## src/core/cfg_port_pkg.sv

```systemverilog
// constants and carriers for the configuration port decoder
// assumes a 50 MHz system clock and an 8-bit isa data path
// Operation
// - hard or power-on reset: run, devices off
// - strap latched at reset picks key port
// - key port base relocatable via 0x26/0x27
// - every decode qualified by address enable
// - index/data ports ignored outside configuration
// - write 0x55 to key port enters configuration
// - write 0xaa in configuration returns to run
// - two states; run accepts entry key once the power-up block has ended
// - index at base, data at base plus one
// - index 0x07 selects bank for device registers
// - global registers reachable whatever bank selected
// - control bit 0 soft-resets soft-default registers
// - host accesses blocked 500 us after power-on
// - identity and revision bytes read-only
// - device 0 registers with their reset values
package cfg_port_pkg;
  localparam logic [7:0] key_enter = 8'h55;
  localparam logic [7:0] key_exit = 8'haa;
  localparam logic [15:0] key_base_strap_low = 16'h03f0;
  localparam logic [15:0] key_base_strap_high = 16'h0370;

  localparam logic [7:0] idx_config_control = 8'h02;
  localparam logic [7:0] idx_index_address = 8'h03;
  localparam logic [7:0] idx_bank_select = 8'h07;
  localparam logic [7:0] idx_chip_identity = 8'h20;
  localparam logic [7:0] idx_chip_revision = 8'h21;
  localparam logic [7:0] idx_power_control = 8'h22;
  localparam logic [7:0] idx_power_management = 8'h23;
  localparam logic [7:0] idx_oscillator_control = 8'h24;
  localparam logic [7:0] idx_key_port_base_low = 8'h26;
  localparam logic [7:0] idx_key_port_base_high = 8'h27;
  localparam logic [7:0] idx_clock_mask = 8'h28;
  localparam logic [7:0] idx_test_reg_four = 8'h2c;
  localparam logic [7:0] idx_test_reg_one = 8'h2d;
  localparam logic [7:0] idx_test_reg_two = 8'h2e;
  localparam logic [7:0] idx_test_reg_three = 8'h2f;
  localparam logic [7:0] idx_dev0_activate = 8'h30;
  localparam logic [7:0] idx_dev0_base_high = 8'h60;
  localparam logic [7:0] idx_dev0_base_low = 8'h61;
  localparam logic [7:0] idx_dev0_irq_select = 8'h70;
  localparam logic [7:0] idx_dev0_dma_select = 8'h74;
  localparam logic [7:0] idx_dev0_mode = 8'hf0;

  localparam int soft_reset_bit = 0;

  localparam logic [7:0] rst_index_address = 8'h03;
  localparam logic [7:0] rst_bank_select = 8'h00;
  localparam logic [7:0] rst_power_control = 8'h00;
  localparam logic [7:0] rst_power_management = 8'h00;
  localparam logic [7:0] rst_oscillator_control = 8'h04;
  localparam logic [7:0] rst_key_port_base_high = 8'h03;
  localparam logic [7:0] rst_clock_mask = 8'h00;
  localparam logic [7:0] rst_test_reg = 8'h00;
  localparam logic [7:0] rst_dev0_activate = 8'h00;
  localparam logic [7:0] rst_dev0_base_high = 8'h03;
  localparam logic [7:0] rst_dev0_base_low = 8'hf0;
  localparam logic [7:0] rst_dev0_irq_select = 8'h06;
  localparam logic [7:0] rst_dev0_dma_select = 8'h02;
  localparam logic [7:0] rst_dev0_mode = 8'h0e;

  localparam int clk_freq_hz = 50000000;
  localparam int por_block_us = 500;
  localparam int por_block_cycles = (clk_freq_hz / 1000000) * por_block_us;

  typedef enum logic {st_run, st_config} access_state_type;

  // one decoded isa i/o cycle
  typedef struct packed {
    logic [15:0] addr;
    logic [7:0] wdata;
    logic wr;
    logic rd;
    logic aen;
  } io_cycle_type;

  // logical device 0 resources, offered to the function block
  typedef struct packed {
    logic [7:0] activate;
    logic [7:0] base_high;
    logic [7:0] base_low;
    logic [7:0] irq_select;
    logic [7:0] dma_select;
    logic [7:0] mode;
  } dev0_config_type;
endpackage

```

## src/core/bus_reset_sync.sv

```systemverilog
// synchroniser and falling-edge catch for the bus reset and strap pins
// assumes both pins are asynchronous to clk_sys_i
`timescale 1ns/1ps
module bus_reset_sync (
  // clock and reset
  input wire logic clk_sys_i,
  input wire logic srst_i,
  // pins
  input wire logic bus_reset_in_i,
  input wire logic strap_i,
  // synchronised
  output logic bus_reset_o,
  output logic bus_reset_fall_o,
  output logic strap_o
);
  logic [1:0] rst_sync_reg;
  logic [1:0] strap_sync_reg;
  logic rst_last_reg;

  always_ff @(posedge clk_sys_i) begin
    if (srst_i) begin
      rst_sync_reg <= 2'h3;
      strap_sync_reg <= 2'h0;
      // preset high: power-on release looks like a fall, so the strap is caught then too
      rst_last_reg <= 1'b1;
    end else begin
      rst_sync_reg <= {rst_sync_reg[0], bus_reset_in_i};
      strap_sync_reg <= {strap_sync_reg[0], strap_i};
      rst_last_reg <= rst_sync_reg[1];
    end
  end

  assign bus_reset_o = rst_sync_reg[1];
  assign bus_reset_fall_o = rst_last_reg & ~rst_sync_reg[1];
  assign strap_o = strap_sync_reg[1];
endmodule

```

## src/core/cfg_port_decoder.sv

```systemverilog
// configuration port decoder: key port, index/data pair, global and device 0 registers
// assumes srst_i is the power-on reset; isa strobes are already one clean cycle each
`timescale 1ns/1ps
module cfg_port_decoder #(
  parameter int por_block_count = cfg_port_pkg::por_block_cycles,
  parameter logic [7:0] chip_identity_value = 8'h5a, // arbitrary value
  parameter logic [7:0] chip_revision_value = 8'h0c // arbitrary value
) (
  // clock and power-on reset
  input wire logic clk_sys_i,
  input wire logic srst_i,
  // pins
  input wire logic bus_reset_in_i,
  input wire logic strap_i,
  // isa i/o cycle, one-cycle strobes
  input wire cfg_port_pkg::io_cycle_type io_i,
  // read answer
  output logic [7:0] rdata_o,
  output logic rdata_valid_o,
  // state
  output logic config_state_o,
  output logic access_blocked_o,
  output logic [15:0] key_port_base_o,
  output cfg_port_pkg::dev0_config_type dev0_o
);
  // a zero count would leave no power-up block at all
  if (por_block_count < 1) begin : g_count_check
    $error("por_block_count must be at least one");
  end

  logic bus_reset;
  logic bus_reset_fall;
  logic strap;
  logic hard_reset;
  logic soft_reset;
  logic [$clog2(por_block_count + 1)-1:0] por_count_reg;
  logic blocked;
  cfg_port_pkg::access_state_type state_reg;
  cfg_port_pkg::access_state_type state_next;
  logic [7:0] index_reg;
  logic [7:0] bank_reg;
  logic [7:0] power_control_reg;
  logic [7:0] power_management_reg;
  logic [7:0] oscillator_control_reg;
  logic [7:0] base_low_reg;
  logic [7:0] base_high_reg;
  logic [7:0] clock_mask_reg;
  logic [7:0] test_reg [4];
  cfg_port_pkg::dev0_config_type dev0_reg;
  logic [15:0] base;
  logic hit_key;
  logic hit_data;
  logic key_write;
  logic index_write;
  logic data_write;
  logic data_read;
  logic index_read;
  logic [7:0] rdata_reg;
  logic rdata_valid_reg;
  logic [7:0] reg_value;

  bus_reset_sync sync_u (
    .clk_sys_i(clk_sys_i),
    .srst_i(srst_i),
    .bus_reset_in_i(bus_reset_in_i),
    .strap_i(strap_i),
    .bus_reset_o(bus_reset),
    .bus_reset_fall_o(bus_reset_fall),
    .strap_o(strap)
  );

  // bus reset held or power-on both count as hard reset
  assign hard_reset = srst_i | bus_reset;

  // host blocked after power-on only
  always_ff @(posedge clk_sys_i) begin
    if (srst_i) begin
      por_count_reg <= '0;
    end else if (por_count_reg != ($bits(por_count_reg))'(por_block_count)) begin
      por_count_reg <= por_count_reg + 1'b1;
    end
  end
  assign blocked = por_count_reg != ($bits(por_count_reg))'(por_block_count);

  assign base = {base_high_reg, base_low_reg};
  assign hit_key = io_i.aen == 1'b0 && io_i.addr == base;
  assign hit_data = io_i.aen == 1'b0 && io_i.addr == base + 16'h0001;
  assign key_write = !blocked && hit_key && io_i.wr;
  assign index_write = key_write && state_reg == cfg_port_pkg::st_config;
  assign index_read = !blocked && hit_key && io_i.rd
    && state_reg == cfg_port_pkg::st_config;
  assign data_write = !blocked && hit_data && io_i.wr
    && state_reg == cfg_port_pkg::st_config;
  assign data_read = !blocked && hit_data && io_i.rd
    && state_reg == cfg_port_pkg::st_config;
  assign soft_reset = data_write && index_reg == cfg_port_pkg::idx_config_control
    && io_i.wdata[cfg_port_pkg::soft_reset_bit];

  // access state machine
  always_comb begin
    state_next = state_reg;
    case (state_reg)
      cfg_port_pkg::st_run: begin
        if (key_write && io_i.wdata == cfg_port_pkg::key_enter) begin
          state_next = cfg_port_pkg::st_config;
        end
      end
      cfg_port_pkg::st_config: begin
        if (key_write && io_i.wdata == cfg_port_pkg::key_exit) begin
          state_next = cfg_port_pkg::st_run;
        end
      end
      default: state_next = cfg_port_pkg::st_run;
    endcase
  end

  always_ff @(posedge clk_sys_i) begin
    if (hard_reset) begin
      state_reg <= cfg_port_pkg::st_run;
    end else begin
      state_reg <= state_next;
    end
  end

  // key port base: strap value caught at bus reset release or power-on
  always_ff @(posedge clk_sys_i) begin
    if (srst_i) begin
      base_low_reg <= cfg_port_pkg::key_base_strap_low[7:0];
      base_high_reg <= cfg_port_pkg::rst_key_port_base_high;
    end else if (bus_reset_fall) begin
      base_low_reg <= strap ? cfg_port_pkg::key_base_strap_high[7:0]
        : cfg_port_pkg::key_base_strap_low[7:0];
      base_high_reg <= cfg_port_pkg::rst_key_port_base_high;
    end else if (data_write && index_reg == cfg_port_pkg::idx_key_port_base_low) begin
      base_low_reg <= io_i.wdata;
    end else if (data_write && index_reg == cfg_port_pkg::idx_key_port_base_high) begin
      base_high_reg <= io_i.wdata;
    end
  end

  // index port; kept over soft reset
  always_ff @(posedge clk_sys_i) begin
    if (hard_reset) begin
      index_reg <= cfg_port_pkg::rst_index_address;
    end else if (index_write) begin
      index_reg <= io_i.wdata;
    end
  end

  // registers that survive soft reset
  always_ff @(posedge clk_sys_i) begin
    if (hard_reset) begin
      power_management_reg <= cfg_port_pkg::rst_power_management;
      oscillator_control_reg <= cfg_port_pkg::rst_oscillator_control;
    end else if (data_write && index_reg == cfg_port_pkg::idx_power_management) begin
      power_management_reg <= io_i.wdata;
    end else if (data_write && index_reg == cfg_port_pkg::idx_oscillator_control) begin
      oscillator_control_reg <= io_i.wdata;
    end
  end

  // test registers: no documented default, cleared only by hard reset
  for (genvar t = 0; t < 4; t++) begin : g_test
    always_ff @(posedge clk_sys_i) begin
      if (hard_reset) begin
        test_reg[t] <= cfg_port_pkg::rst_test_reg;
      end else if (data_write && index_reg == cfg_port_pkg::idx_test_reg_four + 8'(t)) begin
        test_reg[t] <= io_i.wdata;
      end
    end
  end

  // registers with a soft-reset default
  always_ff @(posedge clk_sys_i) begin
    if (hard_reset || soft_reset) begin
      bank_reg <= cfg_port_pkg::rst_bank_select;
      power_control_reg <= cfg_port_pkg::rst_power_control;
      clock_mask_reg <= cfg_port_pkg::rst_clock_mask;
      dev0_reg.activate <= cfg_port_pkg::rst_dev0_activate;
      dev0_reg.base_high <= cfg_port_pkg::rst_dev0_base_high;
      dev0_reg.base_low <= cfg_port_pkg::rst_dev0_base_low;
      dev0_reg.irq_select <= cfg_port_pkg::rst_dev0_irq_select;
      dev0_reg.dma_select <= cfg_port_pkg::rst_dev0_dma_select;
      // mode has no soft default, so only a hard reset touches it
      if (hard_reset) begin
        dev0_reg.mode <= cfg_port_pkg::rst_dev0_mode;
      end
    end else if (data_write) begin
      // global indices below 0x30 ignore the bank
      if (index_reg == cfg_port_pkg::idx_bank_select) begin
        bank_reg <= io_i.wdata;
      end else if (index_reg == cfg_port_pkg::idx_power_control) begin
        power_control_reg <= io_i.wdata;
      end else if (index_reg == cfg_port_pkg::idx_clock_mask) begin
        clock_mask_reg <= io_i.wdata;
      end else if (bank_reg == 8'h00) begin
        if (index_reg == cfg_port_pkg::idx_dev0_activate) begin
          dev0_reg.activate <= io_i.wdata;
        end else if (index_reg == cfg_port_pkg::idx_dev0_base_high) begin
          dev0_reg.base_high <= io_i.wdata;
        end else if (index_reg == cfg_port_pkg::idx_dev0_base_low) begin
          dev0_reg.base_low <= io_i.wdata;
        end else if (index_reg == cfg_port_pkg::idx_dev0_irq_select) begin
          dev0_reg.irq_select <= io_i.wdata;
        end else if (index_reg == cfg_port_pkg::idx_dev0_dma_select) begin
          dev0_reg.dma_select <= io_i.wdata;
        end else if (index_reg == cfg_port_pkg::idx_dev0_mode) begin
          dev0_reg.mode <= io_i.wdata;
        end
      end
    end
  end

  // read mux; control register is write-only and reads zero
  always_comb begin
    reg_value = 8'h00;
    if (index_reg == cfg_port_pkg::idx_index_address) begin
      reg_value = index_reg;
    end else if (index_reg == cfg_port_pkg::idx_bank_select) begin
      reg_value = bank_reg;
    end else if (index_reg == cfg_port_pkg::idx_chip_identity) begin
      reg_value = chip_identity_value;
    end else if (index_reg == cfg_port_pkg::idx_chip_revision) begin
      reg_value = chip_revision_value;
    end else if (index_reg == cfg_port_pkg::idx_power_control) begin
      reg_value = power_control_reg;
    end else if (index_reg == cfg_port_pkg::idx_power_management) begin
      reg_value = power_management_reg;
    end else if (index_reg == cfg_port_pkg::idx_oscillator_control) begin
      reg_value = oscillator_control_reg;
    end else if (index_reg == cfg_port_pkg::idx_key_port_base_low) begin
      reg_value = base_low_reg;
    end else if (index_reg == cfg_port_pkg::idx_key_port_base_high) begin
      reg_value = base_high_reg;
    end else if (index_reg == cfg_port_pkg::idx_clock_mask) begin
      reg_value = clock_mask_reg;
    end else if (index_reg >= cfg_port_pkg::idx_test_reg_four
        && index_reg <= cfg_port_pkg::idx_test_reg_three) begin
      reg_value = test_reg[index_reg[1:0]];
    end else if (bank_reg == 8'h00) begin
      if (index_reg == cfg_port_pkg::idx_dev0_activate) begin
        reg_value = dev0_reg.activate;
      end else if (index_reg == cfg_port_pkg::idx_dev0_base_high) begin
        reg_value = dev0_reg.base_high;
      end else if (index_reg == cfg_port_pkg::idx_dev0_base_low) begin
        reg_value = dev0_reg.base_low;
      end else if (index_reg == cfg_port_pkg::idx_dev0_irq_select) begin
        reg_value = dev0_reg.irq_select;
      end else if (index_reg == cfg_port_pkg::idx_dev0_dma_select) begin
        reg_value = dev0_reg.dma_select;
      end else if (index_reg == cfg_port_pkg::idx_dev0_mode) begin
        reg_value = dev0_reg.mode;
      end
    end
  end

  // read data registered one cycle after the strobe
  // rdata holds until the next read, for a slow host
  always_ff @(posedge clk_sys_i) begin
    if (hard_reset) begin
      rdata_reg <= 8'h00;
      rdata_valid_reg <= 1'b0;
    end else begin
      rdata_valid_reg <= index_read | data_read;
      if (index_read) begin
        rdata_reg <= index_reg;
      end else if (data_read) begin
        rdata_reg <= reg_value;
      end
    end
  end

  assign rdata_o = rdata_reg;
  assign rdata_valid_o = rdata_valid_reg;
  assign config_state_o = state_reg == cfg_port_pkg::st_config;
  assign access_blocked_o = blocked;
  assign key_port_base_o = base;
  assign dev0_o = dev0_reg;

  // checks watch design-driven nets and the io_i cycle inputs
  enter_key_a: assert property (@(posedge clk_sys_i) disable iff (hard_reset)
    key_write && state_reg == cfg_port_pkg::st_run && io_i.wdata == cfg_port_pkg::key_enter
    |=> config_state_o) else $error("entry key not taken");
  exit_key_a: assert property (@(posedge clk_sys_i) disable iff (hard_reset)
    index_write && io_i.wdata == cfg_port_pkg::key_exit |=> !config_state_o)
    else $error("exit key not taken");
  other_key_a: assert property (@(posedge clk_sys_i) disable iff (hard_reset)
    !(key_write && (io_i.wdata == cfg_port_pkg::key_enter
    || io_i.wdata == cfg_port_pkg::key_exit)) |=> $stable(config_state_o))
    else $error("state moved without key");
  run_ignore_a: assert property (@(posedge clk_sys_i) disable iff (srst_i)
    !config_state_o |=> !rdata_valid_o || $past(config_state_o))
    else $error("port answered in run state");
  dma_ignore_a: assert property (@(posedge clk_sys_i) disable iff (srst_i)
    io_i.aen |-> !key_write && !index_write && !data_write && !data_read && !index_read)
    else $error("port decoded during dma");
  power_block_a: assert property (@(posedge clk_sys_i) disable iff (srst_i)
    blocked |=> !rdata_valid_o) else $error("access during power-up block");
  block_start_a: assert property (@(posedge clk_sys_i) disable iff (srst_i)
    $fell(srst_i) |-> blocked) else $error("power-up block not started");
  hard_reset_a: assert property (@(posedge clk_sys_i)
    hard_reset |=> !config_state_o && dev0_o.activate == 8'h00)
    else $error("hard reset left state");
  soft_keep_a: assert property (@(posedge clk_sys_i) disable iff (hard_reset)
    soft_reset |=> $stable(index_reg) && $stable(base) && dev0_o.activate == 8'h00
    && bank_reg == 8'h00 && $stable(dev0_o.mode)) else $error("soft reset wrong");
  strap_pick_a: assert property (@(posedge clk_sys_i) disable iff (srst_i)
    bus_reset_fall |=> key_port_base_o == (strap ? cfg_port_pkg::key_base_strap_high
    : cfg_port_pkg::key_base_strap_low)) else $error("strap base wrong");
  base_write_a: assert property (@(posedge clk_sys_i) disable iff (hard_reset)
    data_write && !bus_reset_fall && index_reg == cfg_port_pkg::idx_key_port_base_high
    |=> key_port_base_o[15:8] == $past(io_i.wdata)) else $error("key base not moved");
  index_load_a: assert property (@(posedge clk_sys_i) disable iff (hard_reset)
    index_write |=> index_reg == $past(io_i.wdata)) else $error("index not loaded");
  index_read_a: assert property (@(posedge clk_sys_i) disable iff (hard_reset)
    index_read |=> rdata_valid_o && rdata_o == $past(index_reg))
    else $error("index port read wrong");
  read_hold_a: assert property (@(posedge clk_sys_i) disable iff (hard_reset)
    !index_read && !data_read |=> !rdata_valid_o && $stable(rdata_o))
    else $error("read data moved without read");
  id_read_a: assert property (@(posedge clk_sys_i) disable iff (hard_reset)
    data_read && index_reg == cfg_port_pkg::idx_chip_identity
    |=> rdata_o == chip_identity_value) else $error("identity read wrong");
  rev_read_a: assert property (@(posedge clk_sys_i) disable iff (hard_reset)
    data_read && index_reg == cfg_port_pkg::idx_chip_revision
    |=> rdata_o == chip_revision_value) else $error("revision read wrong");
  bank_gate_a: assert property (@(posedge clk_sys_i) disable iff (hard_reset)
    data_write && bank_reg != 8'h00 && index_reg == cfg_port_pkg::idx_dev0_activate
    |=> $stable(dev0_o.activate)) else $error("device write in wrong bank");
  global_write_a: assert property (@(posedge clk_sys_i) disable iff (hard_reset)
    data_write && index_reg == cfg_port_pkg::idx_power_control
    |=> power_control_reg == $past(io_i.wdata)) else $error("global write lost");

  // main scenarios
  enter_c: cover property (@(posedge clk_sys_i) disable iff (hard_reset)
    !config_state_o ##1 config_state_o);
  bank_c: cover property (@(posedge clk_sys_i) disable iff (hard_reset)
    data_read && bank_reg == 8'h00 && index_reg == cfg_port_pkg::idx_dev0_mode);
  soft_c: cover property (@(posedge clk_sys_i) disable iff (hard_reset) soft_reset);
  reloc_c: cover property (@(posedge clk_sys_i) disable iff (hard_reset)
    data_write && index_reg == cfg_port_pkg::idx_key_port_base_low);
  exit_c: cover property (@(posedge clk_sys_i) disable iff (hard_reset)
    config_state_o ##1 !config_state_o);
endmodule

```

## config.mk

```make
export PLATFORM = sky130hd
export DESIGN_NAME = cfg_port_decoder
export DESIGN_NICKNAME = d
export VERILOG_FILES = /design/src/core/cfg_port_pkg.sv /design/src/core/bus_reset_sync.sv /design/src/core/cfg_port_decoder.sv
export SDC_FILE = /design/constraint.sdc
export NUM_CORES = 1
export LEC_CHECK = 0
export ABC_AREA = 1
export BUFFER_PORTS_ARGS = -buffer_cell sky130_fd_sc_hd__clkbuf_2
export CELL_PAD_IN_SITES_DETAIL_PLACEMENT = 0
export CELL_PAD_IN_SITES_GLOBAL_PLACEMENT = 1
export CORE_MARGIN = 2
export CORE_UTILIZATION = 25
export DETAILED_ROUTE_END_ITERATION = 7
export PLACE_DENSITY = 0.62
export SLEW_MARGIN = 25
export SYNTH_ARGS = -nofsm -noshare
export SYNTH_HDL_FRONTEND = slang
export SYNTH_SLANG_ARGS = --single-unit
```

## constraint.sdc

```tcl
create_clock -name clk_sys_i -period 3 [get_ports clk_sys_i]
set_input_delay 0.3 -clock clk_sys_i [delete_from_list [all_inputs] [get_ports clk_sys_i]]
set_output_delay 0.3 -clock clk_sys_i [all_outputs]
set_load 0.02 [all_outputs]
```

[After elaboration in Yosys (flattened, before gate mapping)]
Memory sizes are Yosys's and may differ from the RTL's. A register that Yosys moved wholly into a read port is not among the register bits.
Index checks and enable logic that the tools add are counted.
W data, S select, Z words.
Storage, ports and cells
  register bits after elaboration: 142
  memory bits (writable): 32
  input port bits: 31
  output and inout bits: 75
  word-level logic and storage cells: 184
  memories: 1
Cells by class
  add/subtract/negate cells: 2
  $lt $le $gt $ge: 2
  eq/ne operators: 35
  muxes and demuxes: 59
  bitwise logic cells: 19
  reduce and logical (&&, ||, !) cells: 45
Memories
  test_reg: depth 4, bits a word 8, read ports 1, clocked after Yosys merged registers in 1, wr ports 4, line cfg_port_decoder.sv:48  | logic [7:0] test_reg [4];
Operator list (number)
  $mux W8: 40
  $eq A8 B6 Y1 const B: 13
  $eq A8 B7 Y1 const B: 5
  $eq A16 B16 Y1: 2
  $logic_and A1 B1 Y1: 25
  $ne A2 B2 Y1 const B: 9
  $add A16 B1 Y16 const B: 1
  $eq A8 B2 Y1 const B: 2
  $eq A8 B8 Y1 const B: 2
  $mux W1: 16
  $add A15 B1 Y15 const B: 1
  $ne A15 B15 Y1 const B: 1
  $not A1 Y1: 12
  $reduce_and A12 Y1: 1
  $reduce_and A10 Y1: 1
  $reduce_bool A2 Y1: 5
  $reduce_and A9 Y1: 1
  $eq A8 B3 Y1 const B: 1
  $ge A8 B6 Y1 const B: 1
  $le A8 B6 Y1 const B: 1
  $logic_not A8 Y1: 1
  $reduce_and A8 Y1: 1
  $reduce_and A7 Y1: 1
  $or A1 B1 Y1: 6
  10 further kinds: 13

[Depth between registers and ports, before layout]
Gate-level depths: netlist of the first run.
  depth in word-level cells: 21
  gate-level depth with buffers: 20
  mapped depth without buffers: 18

[By module]
Synthesis of the first run repeated with hierarchy kept, for this count alone.
Second synthesis, totals
  cells, all modules: 1375
  area, all modules: 9544.2 µm²
By module, submodules not included
  cfg_port_decoder: times used 1, cells each 1357, area an instance 9395.3 µm², seq. area each 3823.7 µm²
  bus_reset_sync: times used 1, cells each 18, area an instance 148.9 µm², seq. area each 100.1 µm²

[Worst setup path after synthesis of the first run]
Ideal clock, no wire load.
  path type: register to register
  start point: reg base_low_reg[0]
  end point: mem test_reg[0][0] (enable)
  setup time: 0.384 ns
  arrival: 2.598 ns
  data required time: 2.616 ns
  path slack: 0.018 ns
  stages on the path, launching flop included: 14
  buffers on the path: 0
  period minus slack after synthesis: 2.982 ns
  cells stage by stage: dfxtp_1 -> ha_1 -> nand3_2 -> nor2_4 -> nand3_2 -> clkinv_1 -> nand3b_1 -> nand2_1 -> o21ai_1 -> nor2_1 -> nand3_4 -> nor2_2 -> inv_1 -> o21ai_0
RTL lines
  start, declared: line cfg_port_decoder.sv:45  | logic [7:0] base_low_reg;
  start signal, assigned: line cfg_port_decoder.sv:128  | base_low_reg <= cfg_port_pkg::key_base_strap_low[7:0];
  start signal, assigned: line cfg_port_decoder.sv:131  | base_low_reg <= strap ? cfg_port_pkg::key_base_strap_high[7:0]
  start signal, assigned: line cfg_port_decoder.sv:135  | base_low_reg <= io_i.wdata;
  end, declared: line cfg_port_decoder.sv:48

[Final worst setup path of the first run]
  start point: reg base_low_reg[1]
  end point: reg dev0_reg (netlist bit dev0_o[5]) (enable)
Between the ends
  cells in the longest elaborated chain, start to end: 11
  elaborated cells on any way between the ends: 22
  those cells by class: 1 x add/sub; 10 x eq/ne; 11 x reduce/logical
Ends and longest elaborated chain
  $add A16 B1 Y16 *: line cfg_port_decoder.sv:87  | assign hit_data = io_i.aen == 1'b0 && io_i.addr == base + 16'h0001;
  $eq A16 B16 Y1 *: line cfg_port_decoder.sv:87
  $logic_and A1 B1 Y1 *: line cfg_port_decoder.sv:87
  $logic_and A1 B1 Y1 * (2 in a row): line cfg_port_decoder.sv:92  | assign data_write = !blocked && hit_data && io_i.wr
  $logic_and A1 B1 Y1 *: line cfg_port_decoder.sv:93  | && state_reg == cfg_port_pkg::st_config;
  $logic_and A1 B1 Y1: line cfg_port_decoder.sv:96  | assign soft_reset = data_write && index_reg == cfg_port_pkg::idx_config_control
  $logic_and A1 B1 Y1: line cfg_port_decoder.sv:97  | && io_i.wdata[cfg_port_pkg::soft_reset_bit];
  $logic_or A1 B1 Y1: line cfg_port_decoder.sv:175  | if (hard_reset || soft_reset) begin
  $ne A2 B2 Y1 (no source line) / $reduce_bool A2 Y1 (equally long branches)
  $reduce_and A12 Y1 (no source line) *
  end, declared: line cfg_port_decoder.sv:49  | cfg_port_pkg::dev0_config_type dev0_reg;
Mark *: on every way between the ends. The rest lies on a longest branch, timed or not.
A chain may end at the register's enable or synchronous reset.

==> flow_summary.yaml, run 1 <==
outcome:
  status: "complete, no violations"
synth:
  yosysSeqAreaShare_pct: 42.7
  synth.most_common_cell: "nand2_1"
  yosysWarnings: 0
  syn_nets: 1354
  synth_cell_type_count: 49
  ys_async_sr_fraction_pct: 0
  synth_top_area_share_pct: 29.6
  yosys-top-cells-area: "dfxtp_1, edfxtp_1, nand2_1"
  synth.area.mux_share_pct: 0
  synth_fa_ha_area_share_pct: 0.409
  synthXorXnorAreaFrac_pct: 1.72
  synth_simple_gate_area_share_pct: 33.9
  syn-cell-area_mm2: 0.00918
  synth_top_family_by_area: "simple AND/OR/NAND/NOR gates"
  synth_area_leader_cell: "dfxtp_1"
  synthCells: 1320
  synth_compound_area_share_pct: 13.0
  synth.avg_cell_area_um2: 6.96
  synth-edff-count: 40
  synth_ff_type: "dfxtp_1"
  ys_seq_elements: 176
  synth_common_cells: "nand2_1, nor2_1, inv_1"
pwr:
  total_power_mw: 4.98
  peakVddDrop_uv: 420
  p_leak_nw: 4.83
  power_density_mw_per_mm2: 447
sta:
  worst_pin_slew_ns: 0.948
  timing.hold.ws_ns: 0.0391
  hold_viol: 0
  period_needed_ns: 2.73
  period_share_pct: 91.1
  fin_skew_ns: 0.0138
  rsz0062_at_grt: "false"
  fmax_mhz: 366
  setup_tns_ns: 0
  relSlewSlack_pct: 36.7
  fin_ws_ns: 0.268
  report.final.slew_viol_count: 0
  finalSetupViolations: 0
die:
  die-width_um: 196
  core_area_mm2: 0.0364
  die_h_um: 196
  rows: 70
  initial_core_util_pct: 25.2
  io_pins: 106
  die_area_mm2: 0.0383
worst_setup_path:
  crit_buf_inv: 3
  critPathLaunch: "base_low_reg[1]$_SDFFE_PP0P_"
  cp_cell_sequence: "ha_1, nand3_2, nor2_4, nand3_2, clkinv_1, nand3b_1, nand2_1, o21ai_1, nor2_1, nand3_4, buf_12, nor2_8, nand3_1, nand2_1, buf_4"
  start_kind: "flop"
  r2r_start: "base_low_reg[1]$_SDFFE_PP0P_"
  cp.required_ns: 3.15
  slowest_stage: "dfxtp_2"
  crit_fanout: 10
  cp.arrival_ns: 2.88
  worstSetupPathType: "flop to flop"
  crit_family: "simple AND/OR/NAND/NOR gates"
  worst_setup_path_end_kind: "flop"
  crit_path_max_incr_delay_ns: 0.40
detailed_routing:
  dr.first_iter.drc_count: 629
  drt-total-wl_um: 34100
  wire_per_inst_um: 17.6
  vias_per_cell: 4.73
  vias: 9172
  dr.pass1.iters: 5
  ant_nets: 0
  remaining_drc_errors: 0
clock_tree:
  hold_buffers: 0
  cts_buffers: 17
  cts_root_buffer: "clkbuf_16"
  clock_latency_ns: 0.45
  cts_tree: "yes"
  clock-sinks: 176
  path_clk_slew_ns: 0.07
  clock_path_buffers: 2
  htreeDepth: 4
global_route:
  overflow: 0
  grt_pass1_vias: 8849
  grt_max_degree: 52
  track_usage_pct: 17.8
  grt_pass1_wl_um: 51700
  antenna_found_initial: 0
final_layout:
  areaGrowthSynthToFinish_pct: 21.4
  diodes: 0
  fill_cells: 4027
  largest_reg_flops: 48
  layout-drive-gt1-share_pct: 16.2
  layout.nets: 1494
placed_design:
  routabilityCongestion: 0.859
  post-place-ws_ns: 0.131
  io_buffers: 105
  dp_hpwl_um: 25400
worst_hold_path:
  min-delay-start: "strap_i"
  hp-class: "input pin to flop"
flow_run:
  maxCapViolCount: 0
[through the flow]
step	std cells	utilization, %	instance area [µm²]
global route	1941	30.6	11200
detailed placement	1903	28.8	10500
finish	1941	30.6	11200
floorplan	1320	-	9180
global placement	1903	28.8	10500
CTS	1935	30.4	11100
[cells by family (layout without fill, tap and decap cells)]
family	after synthesis	count (layout)
AOI/OAI and AO/OA	217	217
adders and majority gates	3	3
and+or+nand+nor	714	714
DFF	176	176
buffers and inverters	192	345
xor gates and xnor gates	18	18
[report_power, final]
| part | internal [mW] | switching, mW | total (mW) |
|---|---|---|---|
| clock network | 1.24 | 1.05 | 2.29 |
| logic | 0.0687 | 0.179 | 0.248 |
| registers | 2.43 | 0.0140 | 2.45 |
| total | 3.74 | 1.24 | 4.98 |
[cells in the final DEF (no fill, tap or decap), drive strengths merged, types with 2 or more instances in the layout]
| master | netlist | routed |
|---|---|---|
| o21bai | 2 | 2 |
| nor3 | 17 | 17 |
| clkinvlp | 0 | 3 |
| o211ai | 10 | 10 |
| nand4 | 32 | 32 |
| or2 | 12 | 12 |
| a21oi | 83 | 83 |
| nor4 | 4 | 4 |
| nor2 | 263 | 263 |
| dfxtp | 136 | 136 |
| nand2 | 307 | 307 |
| ha | 3 | 3 |
| a22oi | 5 | 5 |
| nand3b | 3 | 3 |
| edfxtp | 40 | 40 |
| buf | 13 | 57 |
| clkinv | 5 | 8 |
| o21ai | 93 | 93 |
| bufinv | 0 | 2 |
| clkbuf | 28 | 122 |
| nand3 | 75 | 75 |
| xnor2 | 12 | 12 |
| o22ai | 9 | 9 |
| a31oi | 2 | 2 |
| inv | 146 | 153 |
| a211oi | 6 | 6 |
| xor2 | 6 | 6 |
[final timing paths]
| kind | cells after the start | endpoint | slack (ns) |
|---|---|---|---|
| worst max-delay path | 15 | dev0_o[5]$_SDFFCE_PP0P_ | 0.27 |
| worst max register to register | 15 | dev0_o[5]$_SDFFCE_PP0P_ | 0.27 |
| worst min register to register | 2 | sync_u.strap_sync_reg[1]$_SDFF_PP0_ | 0.41 |
| worst min-delay path | 3 | sync_u.strap_sync_reg[0]$_SDFF_PP0_ | 0.04 |
[worst min-delay path, stage by stage]
cell,delay (ns)
clkbuf_2,0.08
inv_1,0.04
nor2_1,0.03
[what timing repair did]
action	CTS	global route
setup buffers	0	6
gates resized for setup	0	4
setup endpoints to repair	0	97
[per-layer routing]
| layer | GRT usage, % | part of all wire [%] | up-vias | wire (µm) |
|---|---|---|---|---|
| li1 | - | - | 4567 | - |
| met1 | 24.1 | 47 | 4371 | 16100 |
| met2 | 30.1 | 47 | 204 | 16200 |
| met3 | 2.32 | 4.2 | 30 | 1420 |
| met4 | 4.52 | 1.2 | 0 | 417 |
| met5 | 0 | 0 | - | 0 |
[layout make-up]
type	instances	area, µm²	share of cell area, %
clock buffer	17	425	3.82
clock inverter	15	155	1.39
inverter	151	567	5.08
multi-input combinational	952	4510	40.5
sequential	176	3930	35.2
tap	468	586	5.25
timing repair buffer	162	978	8.77
Power figures use the tool's default switching activity.
==> run 2, diff against run 1 <==
==> constraint.sdc (replaced) <==
create_clock -name clk_sys_i -period 2.57 [get_ports clk_sys_i]
set_input_delay 0.257 -clock clk_sys_i [delete_from_list [all_inputs] [get_ports clk_sys_i]]
set_output_delay 0.257 -clock clk_sys_i [all_outputs]
set_load 0.02 [all_outputs]
==> run 2 against run 1 <==
Against the previous run: clock power rose by 14%; non-clock buffer count increased by 72; critical path depth stayed put; count of clock-buffer cells in the layout is the same; sequential power is 16% higher; largest power group unchanged; sequential share of layout area is 2.4 points lower; cell area is 7.9% higher; critical endpoint is now dev0_o[11]$_SDFFE_PP0P_; largest cell class unchanged; setup slack got worse by 0.20 ns; global-route usage is 0.32 points higher.
==> flow_summary.yaml, run 2 (synthesized netlist as in run 1, its figures left out) <==
global_route:
  grt_max_degree: 38
  overflow: 0
  track_usage_pct: 18.1
  antenna_found_initial: 0
  grt_pass1_vias: 8752
  grt_pass1_wl_um: 52500
final_layout:
  layout.nets: 1567
  post-route-util_pct: 33.0
  layout-drive-gt1-share_pct: 24.0
  final_cell_mix: "nand2_1, nor2_1, inv_1, dfxtp_1, buf_4"
  areaGrowthSynthToFinish_pct: 31.0
  diodes: 0
  largest_reg_flops: 48
  layout_commonest_cell: "nand2_1"
clock_tree:
  path_clk_slew_ns: 0.08
  cts_root_buffer: "clkbuf_16"
  cts_tree: "yes"
  cts_buffers: 17
  clock-sinks: 176
  clock_path_buffers: 2
  htreeDepth: 4
  clock_latency_ns: 0.45
worst_setup_path:
  slowest_stage: "dfxtp_4"
  setup.worst_path.end: "dev0_o[11]$_SDFFE_PP0P_"
  crit_path_max_incr_delay_ns: 0.37
  cp_cell_sequence: "ha_4, or2_4, nand2_2, nor2_2, nand3_1, nor2_1, nand4_1, nor2_4, nand4_4, nor2_8, buf_12, buf_4, nand4_1, nand2_1, nor2_1"
  rr_worst_depth: 15
  r2r_start: "base_low_reg[0]$_SDFFE_PP0P_"
  cp.required_ns: 2.92
  worstSetupPathType: "flop to flop"
  crit_fanout: 8
  worst_setup_path_end_kind: "flop"
  cp.arrival_ns: 2.86
  rrSetupSlack_ns: 0.06
  start_kind: "flop"
  rr_endpoint: "dev0_o[11]$_SDFFE_PP0P_"
  critPathLaunch: "base_low_reg[0]$_SDFFE_PP0P_"
die:
  core_area_mm2: 0.0364
  initial_core_util_pct: 25.2
  io_pins: 106
  rows: 70
  die_h_um: 196
  die_area_mm2: 0.0383
  die-width_um: 196
outcome:
  status: "complete, no violations"
sta:
  finalSetupViolations: 0
  period_share_pct: 97.5
  worst_pin_slew_ns: 0.901
  fin_ws_ns: 0.0644
  report.final.slew_viol_count: 0
  period_needed_ns: 2.51
  hold_viol: 0
  fmax_mhz: 399
  fin_skew_ns: 0.0164
  rsz0062_at_grt: "true"
  relSlewSlack_pct: 39.8
placed_design:
  routabilityCongestion: 0.884
  io_buffers: 105
  post-place-ws_ns: -0.0984
  dp_hpwl_um: 26700
pwr:
  p_int_mw: 4.23
  power_frac_seq_pct: 49.3
  switching_share_pct: 26.8
  power_density_mw_per_mm2: 480
  power_frac_clock_pct: 45.0
  p_leak_nw: 5.27
  switchingPower_mw: 1.55
  comb_power_share_pct: 5.7
  total_power_mw: 5.78
  peakVddDrop_uv: 429
flow_run:
  maxCapViolCount: 0
detailed_routing:
  remaining_drc_errors: 0
  vias_per_cell: 4.63
  vias: 9325
  dr.pass1.iters: 5
  drt-total-wl_um: 35200
  wire_per_inst_um: 17.5
  ant_nets: 0
  dr.first_iter.drc_count: 653
worst_hold_path:
  hp-class: "input pin to flop"
## run 2: cell count changes in the layout (fill, tap and decap cells not counted), sizes merged
cell         delta
clkinv          -2
buf            +71
bufinv          -2
clkinvlp        -2
nand3           +1
dlygate4sd3     +1
inv             +6
## run 2: worst min-delay path by stage
stage	from	endpoint	slack (ns)	cells after the start
floorplan	bus_reset_in_i	sync_u.rst_sync_reg[0]$_SDFF_PP1_	0.36	1
global placement	sync_u.rst_sync_reg[0]$_SDFF_PP1_	sync_u.rst_sync_reg[1]$_SDFF_PP1_	0.40	1
detailed placement	sync_u.rst_sync_reg[0]$_SDFF_PP1_	sync_u.rst_sync_reg[1]$_SDFF_PP1_	0.40	1
CTS	strap_i	sync_u.strap_sync_reg[0]$_SDFF_PP0_	0.006	3
global route	strap_i	sync_u.strap_sync_reg[0]$_SDFF_PP0_	0.009	3
finish	strap_i	sync_u.strap_sync_reg[0]$_SDFF_PP0_	0.01	3
## run 2: critical path, delay by kind of cell, from the launching register on
kind | cells | cell delay [ns]
fa+ha+maj | 1 | 0.28
flops | 1 | 0.37
simple gates | 12 | 1.50
buf+inv | 2 | 0.26
## run 2: routing by layer
layer / up-vias / GRT usage (%) / part of all wire, %
met5: - / 0 / 0
met3: 37 / 3.28 / 4.7
met4: 0 / 4.60 / 1.8
met2: 212 / 29.8 / 47
met1: 4353 / 24.6 / 46
li1: 4723 / - / -
## run 2: repair_timing
item | 4_1_cts | 5_1_grt
hold buffers | 1 | 0
setup endpoints to repair | 74 | 172
endpoints found under the hold margin | 1 | 0
pin swaps | 3 | 28
cloned | 0 | 1
buffers inserted | 2 | 6
gates resized for setup | 5 | 77
## run 2: metrics by stage
stage | TNS [ns] | cells | hold WS, ns | instance area, µm²
final | 0 | 2014 | 0.0112 | 12000
after global routing | -1.23 | 2014 | 0.00887 | 12000
after CTS | 0 | 2007 | 0.00613 | 11700
after detailed placement | -2.50 | 1972 | 0.397 | 11100
after global placement | -2.09 | 1972 | 0.396 | 11100
after floorplan | 0 | 1320 | 0.361 | 9230
## run 2: final cells by class
cell class	count	area, µm²
Fill cell	3938	24400
Multi-Input combinational cell	953	4770
Sequential cell	176	3950
Timing Repair Buffer	234	1600
Tap cell	468	586
Inverter	151	578
Clock buffer	17	425
Clock inverter	15	135
## run 2: power by group through the flow
stage | sequential (mW) | combinational, mW | clock [mW]
after global placement | 2.92 | 0.313 | 0
after floorplan | 2.93 | 0.144 | 0
after detailed placement | 2.92 | 0.312 | 0
final | 2.85 | 0.327 | 2.60
after CTS | 2.86 | 0.319 | 2.65
after global routing | 2.86 | 0.354 | 2.74
==> run 3, diff against run 2 <==
--- a/config.mk
+++ b/config.mk
@@ -12,7 +12,7 @@
 export CORE_MARGIN = 2
 export CORE_UTILIZATION = 25
 export DETAILED_ROUTE_END_ITERATION = 7
-export PLACE_DENSITY = 0.62
+export PLACE_DENSITY = 0.64
 export SLEW_MARGIN = 25
 export SYNTH_ARGS = -nofsm -noshare
 export SYNTH_HDL_FRONTEND = slang
==> constraint.sdc (replaced) <==
create_clock -name clk_sys_i -period 2.2 [get_ports clk_sys_i]
set_input_delay 0.22 -clock clk_sys_i [delete_from_list [all_inputs] [get_ports clk_sys_i]]
set_output_delay 0.22 -clock clk_sys_i [all_outputs]
set_load 0.02 [all_outputs]
==> run 3 against run 2 <==
Against the previous run: the flow now finishes with violations (setup timing); clock power up 19%; non-clock buffer count up 92; combinational power up 34%; die area unchanged; sequential power up 17%; sequential cell count unchanged; count of clock-buffer cells in the layout up 2; register-to-register slack worse by 0.34 ns; routed wire length up 2.1%; core utilization up 3.2 points; total power up 19%.
==> flow_summary.yaml, run 3 (synthesized netlist as in run 1, its figures left out) <==
pwr:
  peakVddDrop_uv: 550
  power_density_mw_per_mm2: 519
  total_power_mw: 6.87
  p_leak_nw: 5.76
outcome:
  status: "complete, but fails checks"
  failed_checks: "setup timing"
sta:
  fmax_mhz: 404
  hold_viol: 0
  setup_tns_ns: -28.34
  rsz0062_at_grt: "true"
  fin_ws_ns: -0.275
  relSlewSlack_pct: 66.7
  fin_skew_ns: 0.0140
  period_needed_ns: 2.47
  report.final.slew_viol_count: 0
  worst_pin_slew_ns: 0.500
  finalSetupViolations: 183
  period_share_pct: 112
worst_setup_path:
  crit_fanout: 8
  cp.arrival_ns: 2.63
  start_kind: "flop"
  slowest_stage: "dfxtp_1"
  path_common_cell: "nand3_4"
  crit_path_max_incr_delay_ns: 0.44
  cp_cell_sequence: "nand2_1, buf_4, inv_1, nand3_1, o21ai_1, nand4_1, nor2_2, nand3_4, buf_6, nor2_8, nand3_4, nand2_8"
  worstSetupPathType: "flop to flop"
  cp.required_ns: 2.36
  rrSetupSlack_ns: -0.27
  rr_endpoint: "dev0_o[6]$_SDFFCE_PP0P_"
  worst_setup_path_end_kind: "flop"
  rr_worst_depth: 12
  r2r_start: "base_high_reg[3]$_SDFFE_PP0P_"
final_layout:
  layout_commonest_cell: "nand2_1"
  finalInstanceArea_mm2: 0.0132
  layout-drive-gt1-share_pct: 31.8
  fill_cells: 3855
  final_cell_mix: "nand2_1, nor2_1, buf_4, inv_1, dfxtp_1"
  diodes: 0
  areaGrowthSynthToFinish_pct: 43.9
  post-route-util_pct: 36.3
  largest_reg_flops: 48
  layout.nets: 1660
clock_tree:
  path_clk_slew_ns: 0.07
  clock_path_buffers: 2
  clock-sinks: 176
  htreeDepth: 4
  clock_latency_ns: 0.45
  cts_tree: "yes"
  cts_buffers: 17
  cts_root_buffer: "clkbuf_16"
detailed_routing:
  ant_nets: 0
  wire_per_inst_um: 17.1
  drt-total-wl_um: 36000
  vias: 9714
  vias_per_cell: 4.61
  dr.first_iter.drc_count: 689
  remaining_drc_errors: 0
  dr.pass1.iters: 5
die:
  core_area_mm2: 0.0364
  initial_core_util_pct: 25.2
  die_h_um: 196
  io_pins: 106
  rows: 70
  die_area_mm2: 0.0383
  die-width_um: 196
worst_hold_path:
  holdPathEnd: "power_management_reg[2]$_SDFFE_PN0P_"
  min-delay-start: "srst_i"
  hp-class: "input pin to flop"
  hold_path_depth: 4
global_route:
  grt_pass1_wl_um: 54400
  antenna_found_initial: 0
  track_usage_pct: 18.7
  grt_max_degree: 30
  grt_pass1_vias: 9311
  overflow: 0
placed_design:
  placed_area_mm2: 0.0118
  io_buffers: 105
  routabilityCongestion: 0.851
  dp_hpwl_um: 27300
flow_run:
  maxCapViolCount: 0
## run 3: cell types whose count changed in the layout (fill, tap and decap cells not counted), moves of 12 or more
cell     before  now
nor2_1      237  216
buf_6         4   16
o21ai_0      82   58
o21ai_1       7   21
nor2_2       17   33
buf_4       117  189
## run 3: per-stage QoR
stage	setup WS, ns	hold WS [ns]	std cells
finish	-0.275	0.165	2107
global route	-0.345	0.188	2107
CTS	-0.178	0.167	2099
detailed placement	-0.313	0.396	2050
global placement	-0.347	0.392	2050
floorplan	-0.128	0.324	1320
## run 3: power breakdown
group	switching (mW)	internal [mW]
clock	1.39	1.70
sequential	0.0185	3.32
combinational	0.277	0.159
## run 3: cell type report
cell class	count	area (µm²)	area share [%]
Timing Repair Buffer	326	2440	18.4
Sequential cell	176	3950	29.9
Tap cell	468	586	4.43
Inverter	151	576	4.35
Clock buffer	19	443	3.35
Multi-Input combinational cell	954	5090	38.5
Clock inverter	13	136	1.03
## run 3: worst max-delay path by stage
stage,slack (ns),end,depth (start not counted),from
after floorplan,-0.13,test_reg[0][0]$_SDFFCE_PN0P_,12,base_low_reg[1]$_SDFFE_PP0P_
after global placement,-0.35,test_reg[2][7]$_SDFFCE_PN0P_,12,base_low_reg[3]$_SDFFE_PP0P_
after detailed placement,-0.31,dev0_o[23]$_SDFFE_PP0P_,16,base_low_reg[2]$_SDFFE_PP0P_
after CTS,-0.18,test_reg[2][6]$_SDFFCE_PN0P_,13,base_low_reg[0]$_SDFFE_PP0P_
after global routing,-0.34,dev0_o[44]$_SDFFE_PP0P_,17,base_low_reg[0]$_SDFFE_PP0P_
final,-0.27,dev0_o[6]$_SDFFCE_PP0P_,12,base_high_reg[3]$_SDFFE_PP0P_
## run 3: worst max-delay path, delay by kind of cell (launching register included)
kind	cells	cell delay [ns]
AO/OA/AOI/OAI	1	0.24
AND/OR/NAND/NOR	8	1.09
flip-flops	1	0.44
buffers and inverters	3	0.39
## run 3: per-layer routing
| metal | vias to the layer above | track usage, % | wire length (µm) |
|---|---|---|---|
| met5 | - | 0 | 0 |
| met1 | 4537 | 25.3 | 16700 |
| met2 | 223 | 31.0 | 16900 |
| met4 | 0 | 5.44 | 703 |
| li1 | 4918 | - | - |
| met3 | 36 | 2.94 | 1630 |
## run 3: what timing repair did
action,4_1_cts,5_1_grt
hold endpoints to repair,2,0
resized for setup,107,68
cloned,3,2
hold buffers,2,0
setup endpoints to repair,196,196
pin swaps,52,19
buffers inserted,12,7
